`config.mk`:
```
export PLATFORM = sky130hd
export DESIGN_NAME = pfl_top
export DESIGN_NICKNAME = d
export VERILOG_FILES = /design/src/core/pfl_pkg.sv /design/src/core/pfl_mem.sv /design/src/core/pfl_top.sv
export SDC_FILE = /design/constraint.sdc
export NUM_CORES = 1
export LEC_CHECK = 0
export ABC_AREA = 1
export BUFFER_PORTS_ARGS = -buffer_cell sky130_fd_sc_hd__buf_4
export CAP_MARGIN = 25
export CORE_MARGIN = 1
export CORE_UTILIZATION = 40
export CTS_CLUSTER_DIAMETER = 30
export DETAILED_ROUTE_END_ITERATION = 8
export PLACE_DENSITY = 0.52
export SLEW_MARGIN = 30
export SYNTH_ARGS = -nofsm -noshare
export SYNTH_HDL_FRONTEND = slang
export SYNTH_SLANG_ARGS = --single-unit
```
`constraint.sdc`:
```
create_clock -name pclk -period 10.9 [get_ports pclk]
set_clock_uncertainty 0.2 [all_clocks]
set_input_delay 1.09 -clock pclk [delete_from_list [all_inputs] [get_ports pclk]]
set_output_delay 1.09 -clock pclk [all_outputs]
set_load 0.005 [all_outputs]
```
`src/core/pfl_pkg.sv`:
```
package pfl_pkg;
	localparam int N_ENT = 8;
	localparam int IDX_W = 3;
	localparam logic [IDX_W-1:0] IDX_LAST = 3'h7;
	localparam logic [3:0] MISS_LAST = 4'h7;

	typedef struct packed {
		logic valid;
		logic live;
		logic [7:0] kind;
		logic [7:0] loc;
		logic [15:0] count;
		logic [31:0] dur;
	} pfl_entry_t;

	typedef struct packed {
		logic pass_end;
		logic [7:0] kind;
		logic [7:0] loc;
	} pfl_diag_t;

	typedef struct packed {
		logic valid;
		logic live;
		logic [7:0] kind;
		logic [7:0] loc;
	} pfl_view_t;

	typedef struct packed {
		pfl_entry_t [N_ENT-1:0] arr;
		pfl_entry_t rdata;
	} pfl_mem_state_t;

	localparam logic [7:0] REG_CTRL = 8'h00;
	localparam logic [7:0] REG_STATUS = 8'h04;
	localparam logic [7:0] REG_IRQ_STAT = 8'h08;
	localparam logic [7:0] REG_IRQ_MASK = 8'h0c;
	localparam logic [7:0] REG_VIEW = 8'h10;
	localparam logic [7:0] REG_VIEW_CNT = 8'h14;
	localparam logic [7:0] REG_VIEW_DUR = 8'h18;
	localparam int CTRL_CLEAR = 0;

	localparam int IRQ_W = 3;
	localparam int IRQ_NEW = 0;
	localparam int IRQ_CLR = 1;
	localparam int IRQ_FULL = 2;

	localparam logic [1:0] SUM_EMPTY = 2'h0;
	localparam logic [1:0] SUM_INACTIVE = 2'h1;
	localparam logic [1:0] SUM_LIVE = 2'h2;

	localparam int CLK_NS = 100;
	localparam int TICK_NS = 1000000;
	localparam int TICK_CYCLES = TICK_NS / CLK_NS;
	localparam int DWELL_MS = 500;
	localparam logic [15:0] DWELL_TICKS = 16'(DWELL_MS * 1000000 / TICK_NS);

	typedef enum logic [3:0] {
		S_IDLE = 4'h1,
		S_RD = 4'h2,
		S_EV = 4'h4,
		S_PUT = 4'h8
	} pfl_state_t;

	typedef enum logic [4:0] {
		J_RESCAN = 5'h01,
		J_CLEAR = 5'h02,
		J_FIND = 5'h04,
		J_PASS = 5'h08,
		J_ROT = 5'h10
	} pfl_job_t;
endpackage

```
`src/core/pfl_mem.sv`:
```
`timescale 1ns/1ns
`default_nettype none
module pfl_mem (
	input wire logic pclk,
	input wire logic we,
	input wire logic [pfl_pkg::IDX_W-1:0] waddr,
	input wire pfl_pkg::pfl_entry_t wdata,
	input wire logic [pfl_pkg::IDX_W-1:0] raddr,
	output pfl_pkg::pfl_entry_t rdata
);
	pfl_pkg::pfl_mem_state_t s_q, s_d;

	// Stands in for non-volatile cells: no reset, so presetn never erases them
	always_comb begin
		s_d = s_q;
		if (we) begin
			s_d.arr[waddr] = wdata;
		end
		s_d.rdata = s_q.arr[raddr];
	end

	always_ff @(posedge pclk) begin
		s_q <= s_d;
	end

	assign rdata = s_q.rdata;
endmodule // pfl_mem
`default_nettype wire

```
`src/core/pfl_top.sv`:
```
// The implementer's own choices: the register offsets and the APB slave port.
`timescale 1ns/1ns
`default_nettype none
module pfl_top #(
	parameter int unsigned TICK_CYCLES = pfl_pkg::TICK_CYCLES
) (
	input wire logic pclk,
	input wire logic presetn,
	input wire logic psel,
	input wire logic penable,
	input wire logic pwrite,
	input wire logic [7:0] paddr,
	input wire logic [31:0] pwdata,
	output logic [31:0] prdata,
	output logic pready,
	output logic pslverr,
	output logic irq,
	input wire logic diag_valid,
	input wire pfl_pkg::pfl_diag_t diag,
	output logic diag_ready,
	input wire logic fw_update,
	output logic [1:0] summary,
	output pfl_pkg::pfl_view_t rot_view
);
	typedef struct packed {
		pfl_pkg::pfl_state_t st;
		pfl_pkg::pfl_job_t job;
		logic [pfl_pkg::IDX_W-1:0] idx;
		logic [pfl_pkg::N_ENT-1:0] seen;
		logic hit;
		logic [pfl_pkg::IDX_W-1:0] hit_idx;
		pfl_pkg::pfl_entry_t hit_ent;
		logic free_ok;
		logic [pfl_pkg::IDX_W-1:0] free_idx;
		pfl_pkg::pfl_diag_t req;
		logic any_v;
		logic any_l;
		logic [1:0] summary;
		logic [31:0] tick_cnt;
		logic [31:0] elapsed;
		logic [31:0] pass_elapsed;
		logic [15:0] dwell;
		logic rot_due;
		logic [3:0] rot_miss;
		logic [pfl_pkg::IDX_W-1:0] rot_idx;
		pfl_pkg::pfl_entry_t rot;
		logic clr_pend;
		logic fw_s1;
		logic fw_s2;
		logic fw_prev;
		logic [pfl_pkg::IRQ_W-1:0] irq_stat;
		logic [pfl_pkg::IRQ_W-1:0] irq_mask;
		logic irq;
		logic diag_ready;
		logic pready;
		logic pslverr;
		logic [31:0] prdata;
	} pfl_top_state_t;

	pfl_top_state_t s_q, s_d;
	logic mem_we;
	logic [pfl_pkg::IDX_W-1:0] mem_waddr;
	pfl_pkg::pfl_entry_t mem_wdata;
	pfl_pkg::pfl_entry_t mem_rdata;

	pfl_mem u_mem (
		.pclk(pclk),
		.we(mem_we),
		.waddr(mem_waddr),
		.wdata(mem_wdata),
		.raddr(s_q.idx),
		.rdata(mem_rdata)
	);

	always_comb begin
		logic tick;
		logic access;
		logic wr_now;
		logic mapped;
		logic [pfl_pkg::IRQ_W-1:0] irq_set;
		logic [pfl_pkg::IRQ_W-1:0] irq_w1c;
		logic sweep_done;
		pfl_pkg::pfl_entry_t e;
		tick = 1'b0;
		access = psel & penable;
		wr_now = access & pwrite & s_q.pready;
		mapped = 1'b0;
		irq_set = '0;
		irq_w1c = '0;
		sweep_done = (s_q.idx == pfl_pkg::IDX_LAST);
		e = mem_rdata;
		s_d = s_q;
		mem_we = 1'b0;
		mem_waddr = s_q.idx;
		mem_wdata = mem_rdata;

		// Millisecond time base for durations and the dwell timer
		if (s_q.tick_cnt == TICK_CYCLES - 1) begin
			s_d.tick_cnt = '0;
			tick = 1'b1;
		end else begin
			s_d.tick_cnt = s_q.tick_cnt + 32'h1;
		end
		s_d.elapsed = s_q.elapsed + {31'h0, tick};
		if (tick) begin
			if (s_q.dwell == pfl_pkg::DWELL_TICKS - 16'h1) begin
				s_d.dwell = '0;
				s_d.rot_due = 1'b1;
			end else begin
				s_d.dwell = s_q.dwell + 16'h1;
			end
		end

		// Firmware update request arrives from outside: two flops first
		s_d.fw_s1 = fw_update;
		s_d.fw_s2 = s_q.fw_s1;
		s_d.fw_prev = s_q.fw_s2;
		if (s_q.fw_s2 && !s_q.fw_prev) begin
			s_d.clr_pend = 1'b1;
		end

		// APB slave: one wait state so that read data leave a flop
		s_d.pready = access & ~s_q.pready;
		s_d.pslverr = 1'b0;
		case (paddr)
			pfl_pkg::REG_CTRL,
			pfl_pkg::REG_STATUS,
			pfl_pkg::REG_IRQ_STAT,
			pfl_pkg::REG_IRQ_MASK,
			pfl_pkg::REG_VIEW,
			pfl_pkg::REG_VIEW_CNT,
			pfl_pkg::REG_VIEW_DUR: mapped = 1'b1;
			default: mapped = 1'b0;
		endcase
		if (access && !s_q.pready) begin
			s_d.pslverr = ~mapped;
			s_d.prdata = '0;
			if (!pwrite) begin
				case (paddr)
					pfl_pkg::REG_STATUS: s_d.prdata = {28'h0, s_q.clr_pend,
						(s_q.st != pfl_pkg::S_IDLE), s_q.summary};
					pfl_pkg::REG_IRQ_STAT: s_d.prdata = {29'h0, s_q.irq_stat};
					pfl_pkg::REG_IRQ_MASK: s_d.prdata = {29'h0, s_q.irq_mask};
					pfl_pkg::REG_VIEW: s_d.prdata = {11'h0, s_q.rot_idx, s_q.rot.valid,
						s_q.rot.live, s_q.rot.kind, s_q.rot.loc};
					pfl_pkg::REG_VIEW_CNT: s_d.prdata = {16'h0, s_q.rot.count};
					pfl_pkg::REG_VIEW_DUR: s_d.prdata = s_q.rot.dur;
					default: s_d.prdata = '0;
				endcase
			end
		end
		if (wr_now && !s_q.pslverr) begin
			case (paddr)
				pfl_pkg::REG_CTRL: begin
					if (pwdata[pfl_pkg::CTRL_CLEAR]) begin
						s_d.clr_pend = 1'b1;
					end
				end
				pfl_pkg::REG_IRQ_STAT: irq_w1c = pwdata[pfl_pkg::IRQ_W-1:0];
				pfl_pkg::REG_IRQ_MASK: s_d.irq_mask = pwdata[pfl_pkg::IRQ_W-1:0];
				default: ;
			endcase
		end

		case (s_q.st)
			pfl_pkg::S_IDLE: begin
				s_d.idx = '0;
				s_d.any_v = 1'b0;
				s_d.any_l = 1'b0;
				if (diag_valid && s_q.diag_ready) begin
					s_d.req = diag;
					s_d.st = pfl_pkg::S_RD;
					if (diag.pass_end) begin
						s_d.job = pfl_pkg::J_PASS;
						s_d.pass_elapsed = s_q.elapsed + {31'h0, tick};
						s_d.elapsed = '0;
					end else begin
						s_d.job = pfl_pkg::J_FIND;
						s_d.hit = 1'b0;
						s_d.free_ok = 1'b0;
					end
				end else if (s_q.clr_pend) begin
					s_d.job = pfl_pkg::J_CLEAR;
					s_d.st = pfl_pkg::S_RD;
				end else if (s_q.rot_due) begin
					s_d.rot_due = 1'b0;
					s_d.rot_miss = '0;
					s_d.idx = s_q.rot_idx + 3'h1;
					s_d.job = pfl_pkg::J_ROT;
					s_d.st = pfl_pkg::S_RD;
				end
			end
			pfl_pkg::S_RD: begin
				if (s_q.job == pfl_pkg::J_CLEAR) begin
					mem_we = 1'b1;
					mem_wdata = '0;
					s_d.idx = s_q.idx + 3'h1;
					if (sweep_done) begin
						s_d.clr_pend = 1'b0;
						s_d.seen = '0;
						s_d.summary = pfl_pkg::SUM_EMPTY;
						s_d.rot = '0;
						irq_set[pfl_pkg::IRQ_CLR] = 1'b1;
						s_d.st = pfl_pkg::S_IDLE;
					end
				end else begin
					s_d.st = pfl_pkg::S_EV;
				end
			end
			pfl_pkg::S_EV: begin
				s_d.st = pfl_pkg::S_RD;
				s_d.idx = s_q.idx + 3'h1;
				case (s_q.job)
					pfl_pkg::J_RESCAN: begin
						e.live = 1'b0;
						mem_we = 1'b1;
						mem_wdata = e;
						s_d.any_v = s_q.any_v | e.valid;
					end
					pfl_pkg::J_PASS: begin
						if (e.valid) begin
							if (e.live) begin
								e.dur = e.dur + s_q.pass_elapsed;
							end
							e.live = s_q.seen[s_q.idx];
						end
						mem_we = 1'b1;
						mem_wdata = e;
						s_d.seen[s_q.idx] = 1'b0;
						s_d.any_v = s_q.any_v | e.valid;
						s_d.any_l = s_q.any_l | (e.valid & e.live);
					end
					pfl_pkg::J_FIND: begin
						if (e.valid && e.kind == s_q.req.kind && e.loc == s_q.req.loc) begin
							s_d.hit = 1'b1;
							s_d.hit_idx = s_q.idx;
							s_d.hit_ent = e;
						end else if (!e.valid && !s_q.free_ok) begin
							s_d.free_ok = 1'b1;
							s_d.free_idx = s_q.idx;
						end
						if (sweep_done) begin
							s_d.st = pfl_pkg::S_PUT;
						end
					end
					default: begin
						// Rotation: skip empty slots, give up after one full lap
						if (e.valid) begin
							s_d.rot = e;
							s_d.rot_idx = s_q.idx;
							s_d.st = pfl_pkg::S_IDLE;
						end else if (s_q.rot_miss == pfl_pkg::MISS_LAST) begin
							s_d.rot = '0;
							s_d.st = pfl_pkg::S_IDLE;
						end else begin
							s_d.rot_miss = s_q.rot_miss + 4'h1;
						end
					end
				endcase
				if (sweep_done && s_q.job == pfl_pkg::J_RESCAN) begin
					s_d.st = pfl_pkg::S_IDLE;
					s_d.summary = s_d.any_v ? pfl_pkg::SUM_INACTIVE : pfl_pkg::SUM_EMPTY;
				end
				if (sweep_done && s_q.job == pfl_pkg::J_PASS) begin
					s_d.st = pfl_pkg::S_IDLE;
					s_d.summary = s_d.any_l ? pfl_pkg::SUM_LIVE :
						(s_d.any_v ? pfl_pkg::SUM_INACTIVE : pfl_pkg::SUM_EMPTY);
				end
			end
			pfl_pkg::S_PUT: begin
				s_d.st = pfl_pkg::S_IDLE;
				e = s_q.hit_ent;
				if (s_q.hit) begin
					if (!e.live) begin
						e.count = e.count + 16'h1;
					end
					mem_waddr = s_q.hit_idx;
				end else begin
					e = '0;
					e.valid = 1'b1;
					e.kind = s_q.req.kind;
					e.loc = s_q.req.loc;
					e.count = 16'h1;
					mem_waddr = s_q.free_idx;
					irq_set[pfl_pkg::IRQ_NEW] = s_q.free_ok;
				end
				e.live = 1'b1;
				if (s_q.hit || s_q.free_ok) begin
					mem_we = 1'b1;
					mem_wdata = e;
					s_d.seen[mem_waddr] = 1'b1;
					s_d.summary = pfl_pkg::SUM_LIVE;
				end else begin
					// Log full: the report is dropped rather than evicting history
					irq_set[pfl_pkg::IRQ_FULL] = 1'b1;
				end
			end
			default: s_d.st = pfl_pkg::S_IDLE;
		endcase

		s_d.diag_ready = (s_d.st == pfl_pkg::S_IDLE) && !s_d.clr_pend;
		// A new event beats a same-cycle write-one-to-clear
		s_d.irq_stat = (s_q.irq_stat & ~irq_w1c) | irq_set;
		s_d.irq = |(s_d.irq_stat & s_d.irq_mask);
	end

	always_ff @(posedge pclk or negedge presetn) begin
		if (!presetn) begin
			s_q <= '0;
			s_q.st <= pfl_pkg::S_RD;
			s_q.job <= pfl_pkg::J_RESCAN;
		end else begin
			s_q <= s_d;
		end
	end

	assign prdata = s_q.prdata;
	assign pready = s_q.pready;
	assign pslverr = s_q.pslverr;
	assign irq = s_q.irq;
	assign diag_ready = s_q.diag_ready;
	assign summary = s_q.summary;
	assign rot_view = {s_q.rot.valid, s_q.rot.live, s_q.rot.kind, s_q.rot.loc};
endmodule // pfl_top
`default_nettype wire

```
==> flow_metrics.env, run 1 <==
export IMPL_outcome="finished, final reports clean"
export IMPL_max_stage_delay_ps=600
export IMPL_grt_pass1_wl_um=184000
export IMPL_ys_seq_area_share_pct=63.5
export IMPL_pwr_density_cell_mw_per_mm2=290
export IMPL_numCtsBuffers=194
export IMPL_path_max_fanout=33
export IMPL_rsz0062_at_grt="no"
export IMPL_dr_pass1_iters=6
export IMPL_io_buffer_count=90
export IMPL_die_width_um=321
export IMPL_drt_iter0_markers=2721
export IMPL_crit_arrival_ps=4790
export IMPL_met3_length_um=6960
export IMPL_fillers=9187
export IMPL_clk_transition_reported_paths_ps=40
export IMPL_synthArstFlopShare_pct=36.8
export IMPL_critical_path_most_common_cell="buf_4"
export IMPL_wl_met1_um=56300
export IMPL_r2r_cells=12
export IMPL_cts_tree="done"
export IMPL_fin_crit_sh_pct=42.5
export IMPL_synth_flop_cell="edfxtp_1"
export IMPL_path_cells="inv_2 > nand2_1 > nor3_2 > buf_4 > inv_1 > o21ai_2 > buf_4 > o21bai_1 > nand3_1 > nor2_4 > buf_4 > buf_4"
export IMPL_synth_top_area_share_pct=39.0
export IMPL_grt_antenna_before_repair=5
export IMPL_nets=4160
export IMPL_setup_violations=0
export IMPL_synth_distinct_cells=54
export IMPL_synth_edf_count=528
export IMPL_detailed_place_hpwl_um=75100
export IMPL_cts_root_buffer="clkbuf_16"
export IMPL_place_ws_ps=6300
export IMPL_synth_area_leader_cell="edfxtp_1"
export IMPL_leakage_uw=0.0205
export IMPL_die_area_mm2=0.103
export IMPL_grt_ovfl_total=0
export IMPL_worst_slack_ps=6270
export IMPL_crit_type="flop to flop"
export IMPL_ys_ff_latch=940
export IMPL_grtUsageTotal_pct=23.9
export IMPL_relSlewSlack_pct=31.1
export IMPL_period_needed_ps=4630
export IMPL_area_delta_synth_final_pct=21.6
export IMPL_rows=116
export IMPL_routed_wl_met2_um=56500
export IMPL_synth_area_leaders="edfxtp_1, dfrtp_1, nand2_1"
export IMPL_maxUsedRoutingLayer="met4"
export IMPL_dieHeight_um=321
export IMPL_ant_nets=0
export IMPL_tns_ps=0
export IMPL_clock_fmax_mhz=216
export IMPL_post_drt_wl_per_cell_um=21.9
export IMPL_cts_path_max_buffers=3
export IMPL_critPathCaptureType="flop"
export IMPL_tightestPinTransition_ps=1030
export IMPL_synth_warnings=0
export IMPL_clk_latency_ps=790
export IMPL_io_pin_count=120
export IMPL_cp_num_buf_inv=6
export IMPL_layout_drive_gt1_share_pct=12.4
export IMPL_final_util_pct=49.3
export IMPL_grt_max_degree=89
export IMPL_cts_sinks=940
export IMPL_ctsHoldBuffers=0
export IMPL_synth_nets=4025
export IMPL_num_vias=29600
export IMPL_viasPerCell=5.31
export IMPL_worst_path_stages=12
export IMPL_core_area_mm2=0.100
export IMPL_post_cts_setup_buffers=0
export IMPL_drc=0
export IMPL_worst_setup_path_start_kind="flop"
export IMPL_place_gp_congestion=0.935
export IMPL_drv_cap=0
export IMPL_grt_pass1_vias=28700
export IMPL_cts_resized=0
export IMPL_hp_class="input pin to asynchronous set/reset pin"
export IMPL_finalMaxSlewViolations=0
export IMPL_syn_avg_cell_area_um2=10.4
export IMPL_critPathSlowestCell="buf_4"
export IMPL_initial_utilization_pct=40.5
export IMPL_syn_inst=3920
export IMPL_crit_family="buffers and inverters"
export IMPL_final_hold_viol_count=0
export IMPL_cts_htree_levels=4
export IMPL_synth_area_mm2=0.0407
export IMPL_vdd_drop_max_uv=168
export IMPL_totalWireLength_um=123000
export IMPL_cp_required_ps=11060
## worst reg2reg max path, cell delays in order (launching register included)
cell and delay [ps]:
dfrtp_1 390, inv_2 80, nand2_1 110, nor3_2 140, buf_4 250, inv_1 210, o21ai_2 170, buf_4 430
o21bai_1 260, nand3_1 250, nor2_4 550, buf_4 560, buf_4 610
## cells in the final DEF, fill, tap and decap left out, types with 72 or more instances in the layout
cell type	netlist	layout
nand3_1	169	167
nand4_1	101	101
o21ai_0	204	202
nand2_1	964	961
a21oi_1	93	93
a22oi_1	112	112
clkbuf_16	0	199
a22o_1	72	72
nor2_1	223	215
inv_1	387	382
edfxtp_1	528	528
buf_4	58	132
dfrtp_1	344	344
## where the power goes
group / switching (uW) / internal (uW) / leakage (uW)
registers: 401 / 4640 / 0.00991
logic: 2360 / 930 / 0.00726
clock network: 1980 / 4060 / 0.00329
total: 4740 / 9630 / 0.0205
## final cells by class
cell class | instances | area [um^2] | share of cell area (%)
well taps | 1357 | 1700 | 3.43
multi-input cells | 2377 | 12400 | 25.1
inverters | 402 | 1510 | 3.05
clock buffers | 232 | 5210 | 10.5
flip-flops and latches | 940 | 25800 | 52.2
clock inverters | 136 | 1640 | 3.31
diodes | 1 | 2.50 | 0.00506
repair buffers | 140 | 1170 | 2.36
## kinds of logic (layout without fill, tap and decap cells)
logic type	count (synthesis)	after routing	synth area share, %
buffers and inverters	603	910	6.26
AND/OR/NAND/NOR	1575	1575	16.4
XOR/XNOR	81	81	1.74
adder cells (fa/ha/maj)	41	41	1.28
other	0	1	0
flip-flops	940	940	63.5
AO/OA/AOI/OAI	680	680	10.8
## registers in the layout (all words and copies together) (netlist names)
register and cells:
u_mem.s_q 528, s_q 288, u_mem.rdata 66, prdata 32, rot_view 18, s_d 2, summary 2, diag_ready 1
irq 1, pready 1, pslverr 1
## synth_stat cells (all sizes together), types with 5 or more instances
cell and instances:
a211oi 22, a21oi 93, a221oi 51, a22o 72, a22oi 112, a31oi 6, a32o 11, buf 108
clkbuf 93, dfrtp 344, dfxtp 66, edfxtp 528, ha 40, inv 400, nand2 964, nand3 169
nand3b 14, nand4 103, nor2 227, nor3 65, nor4 21, o21ai 269, o21bai 5, o221ai 18
o22ai 8, xnor2 30, xor2 51
## worst paths after layout
kind	startpoint	end	slack [ps]
setup / recovery	s_q[343]	u_mem.s_q[226]	6270
hold / removal	presetn	s_q[224]	100
setup reg to reg	s_q[343]	u_mem.s_q[226]	6270
hold reg to reg	s_d[43]	s_d[42]	160
max in group asynchronous	presetn	s_q[317]	8300
min in group pclk	s_d[43]	s_d[42]	160
## per-layer routing
layer	vias up	GRT usage, %
li1	13900	-
met5	-	0
met2	885	37.6
met4	0	7.07
met3	182	4.05
met1	14700	33.8
## stage by stage
step	power (uW)	instance area (um^2)	cells	hold WS [ps]
after floorplan	7080	40700	3920	131
after global placement	8320	42500	5211	148
after detailed placement	8350	42600	5216	139
after CTS	14400	49500	5584	81.6
after global routing	15000	49500	5584	126
final	14400	49500	5585	97.5
Note: power is estimated with default switching activity, not from simulation.
==> inputs of run 2 (changes only) <==
--- a/config.mk
+++ b/config.mk
@@ -5,7 +5,7 @@
 export SDC_FILE = /design/constraint.sdc
 export NUM_CORES = 1
 export LEC_CHECK = 0
-export ABC_AREA = 1
+export ABC_AREA = 0
 export BUFFER_PORTS_ARGS = -buffer_cell sky130_fd_sc_hd__buf_4
 export CAP_MARGIN = 25
 export CORE_MARGIN = 1
==> constraint.sdc (replaced) <==
create_clock -name pclk -period 4.8 [get_ports pclk]
set_clock_uncertainty 0.2 [all_clocks]
set_input_delay 0.48 -clock pclk [delete_from_list [all_inputs] [get_ports pclk]]
set_output_delay 0.48 -clock pclk [all_outputs]
set_load 0.005 [all_outputs]
==> run 2 against run 1 <==
  * Sequential share of layout area is 3.7 points higher
  * Global-route usage decreased by 1.8 points
  * Area after synthesis shrank 7.7%
  * Clock power grew 100%
  * Power is 100% higher
  * Via count down 18%
  * Cell count down 22%
  * Worst setup slack lost 5400 ps
  * Hold slack improved by 37 ps
  * Critical path depth grew 1
  * Sequential power rose by 130%
  * Synthesized cell count down 30%
  * Critical path type unchanged
  * Critical endpoint is now u_mem.s_q[228]
  * Largest power group unchanged
  * Highest routed layer unchanged
==> flow_metrics.env, run 2 <==
export IMPL_regArea_mm2=0.0258
export IMPL_grtUsageTotal_pct=22.1
export IMPL_synth_edf_count=528
export IMPL_synth_commonest_cells="edfxtp_1, dfrtp_1, a22oi_1, nand2_1, nor2_1"
export IMPL_clk_transition_reported_paths_ps=50
export IMPL_final_util_pct=49.5
export IMPL_io_pin_count=120
export IMPL_synth_flop_cell="edfxtp_1"
export IMPL_nets=3039
export IMPL_p_comb_share_pct=17.9
export IMPL_vdd_drop_max_uv=368
export IMPL_hp_class="input pin to asynchronous set/reset pin"
export IMPL_startpoint="u_mem.rdata[0]"
export IMPL_antennaDiodeCount=0
export IMPL_syn_inst=2747
export IMPL_drc=0
export IMPL_cts_htree_levels=4
export IMPL_pwr_density_cell_mw_per_mm2=624
export IMPL_clock_fmax_mhz=255
export IMPL_power_uw=28800
export IMPL_grt_antenna_before_repair=0
export IMPL_syn_avg_cell_area_um2=13.7
export IMPL_p_int_uw=20100
export IMPL_cp_required_ps=5060
export IMPL_numCtsBuffers=178
export IMPL_setup_violations=0
export IMPL_rsz0062_at_grt="no"
export IMPL_path_max_fanout=8
export IMPL_pwr_share_seq_pct=39.6
export IMPL_cts_sinks=940
export IMPL_relSlewSlack_pct=35.8
export IMPL_tns_ps=0
export IMPL_totalWireLength_um=104000
export IMPL_die_area_mm2=0.0951
export IMPL_regMostFlops="u_mem.s_q"
export IMPL_cts_path_max_buffers=3
export IMPL_layout_drive_gt1_share_pct=18.8
export IMPL_synth_area_leader_cell="edfxtp_1"
export IMPL_rows=112
export IMPL_cts_root_buffer="clkbuf_16"
export IMPL_ys_seq_area_share_pct=68.8
export IMPL_grt_ovfl_total=0
export IMPL_fin_crit_sh_pct=81.7
export IMPL_viasPerCell=5.60
export IMPL_synth_area_mm2=0.0376
export IMPL_netSwitchingFraction_pct=30.1
export IMPL_post_drt_wl_per_cell_um=24.0
export IMPL_worstReg2RegStart="u_mem.rdata[0]"
export IMPL_grt_pass1_wl_um=156000
export IMPL_place_inst=3978
export IMPL_core_area_mm2=0.0932
export IMPL_leakage_uw=0.0180
export IMPL_synth_warnings=0
export IMPL_period_needed_ps=3920
export IMPL_drt_iter0_markers=2291
export IMPL_outcome="finished, final reports clean"
export IMPL_dieHeight_um=308
export IMPL_die_width_um=308
export IMPL_dr_pass1_iters=6
export IMPL_area_delta_synth_final_pct=22.9
export IMPL_finalMaxSlewViolations=0
export IMPL_post_cts_setup_buffers=0
export IMPL_hold_ws_ps=135
export IMPL_critPathCaptureType="flop"
export IMPL_synth_most_common_cell="edfxtp_1"
export IMPL_synth_area_leaders="edfxtp_1, dfrtp_1, a22oi_1"
export IMPL_clkPwrFrac_pct=42.4
export IMPL_synth_top_area_share_pct=42.2
export IMPL_fillers=7967
export IMPL_cts_resized=0
export IMPL_final_common_cell="edfxtp_1"
export IMPL_io_buffer_count=90
export IMPL_tightestPinTransition_ps=953
export IMPL_drv_cap=0
export IMPL_cts_tree="done"
export IMPL_place_gp_congestion=0.808
export IMPL_grt_max_degree=122
export IMPL_grt_pass1_vias=24900
export IMPL_final_hold_viol_count=0
export IMPL_worst_setup_path_start_kind="flop"
export IMPL_crit_type="flop to flop"
export IMPL_synthArstFlopShare_pct=36.8
export IMPL_synth_distinct_cells=72
export IMPL_final_cell_mix="edfxtp_1, dfrtp_1, a22oi_1"
export IMPL_ys_ff_latch=940
export IMPL_detailed_place_hpwl_um=63600
export IMPL_largest_register_ffs=528
export IMPL_num_vias=24300
export IMPL_crit_arrival_ps=4180
export IMPL_synth_nets=2852
export IMPL_finalNonFillerCells=4340
export IMPL_clk_latency_ps=750
export IMPL_multi_input_area_mm2=0.0108
export IMPL_net_switching_power_uw=8660
export IMPL_ant_nets=0
export IMPL_initial_utilization_pct=40.3
==> run 2: cell count changes after synthesis, sizes merged, moves of 47 or more <==
cell | before | now
nand2 | 964 | 206
inv | 400 | 42
a22oi | 112 | 293
o21ai | 269 | 130
nand3 | 169 | 48
mux2 | 0 | 76
nor2 | 227 | 151
nor3 | 65 | 18
==> run 2: power by group through the flow <==
stage	Combinational (uW)	Clock (uW)	Sequential, uW
final	5170	12200	11400
after global routing	5680	12800	11500
after CTS	5170	12400	11400
after detailed placement	5110	0	11500
after global placement	4960	0	11500
after floorplan	3360	0	11000
==> run 2: layout make-up <==
class	count	area share, %
inverter	43	0.350
clock buffer	211	10.2
sequential	940	56.0
clock inverter	121	2.81
tap	1254	3.40
multi-input combinational	1579	23.4
timing repair buffer	192	3.84
==> run 2: kinds of logic (layout without fill, tap and decap cells) <==
family / Yosys count / after routing / synth area share [%]
DFF: 940 / 940 / 68.8
AOI/OAI and AO/OA: 674 / 674 / 12.9
and+or+nand+nor: 631 / 631 / 8.11
buffers and inverters: 228 / 567 / 2.81
xor gates and xnor gates: 127 / 127 / 2.96
muxes: 106 / 106 / 3.08
adders and majority gates: 41 / 41 / 1.39
==> run 2: through the flow <==
step	setup WS, ps	cell area (um^2)
2_1_floorplan	-298	37600
5_1_grt	521	46200
3_3_place_gp	804	39800
4_1_cts	836	46200
3_5_place_dp	863	39800
6_report	879	46200
==> run 2: worst paths after layout <==
path | to | slack, ps | depth (start not counted)
max reg2reg | u_mem.s_q[228] | 880 | 13
min in group pclk | prdata[17] | 140 | 3
min | s_q[41] | 130 | 2
max | u_mem.s_q[228] | 880 | 13
min reg2reg | s_d[42] | 160 | 0
max in group asynchronous | s_q[277] | 3140 | 3
==> run 2: worst max-delay path, cell delays in order, from the launching register on <==
cell	delay, ps
dfxtp_1	390
ha_1	230
inv_1	70
fa_1	410
nor2b_1	150
o21a_1	160
o21ai_2	70
a21oi_2	260
a31oi_2	180
nor4_2	420
o41ai_4	170
o41ai_2	390
xnor2_1	130
o21ai_1	430
==> run 2: per-layer routing <==
| layer | part of all wire (%) | vias to the layer above | global-route usage (%) |
|---|---|---|---|
| li1 | - | 10900 | - |
| met1 | 44 | 12500 | 30.0 |
| met2 | 47 | 774 | 35.1 |
| met3 | 6.0 | 187 | 4.39 |
| met4 | 2.9 | 0 | 8.26 |
| met5 | 0 | - | 0 |
==> run 2: what timing repair did <==
action | CTS | global route
hold endpoints to repair | 115 | 0
setup endpoints to repair | 0 | 0
hold buffers | 30 | 0
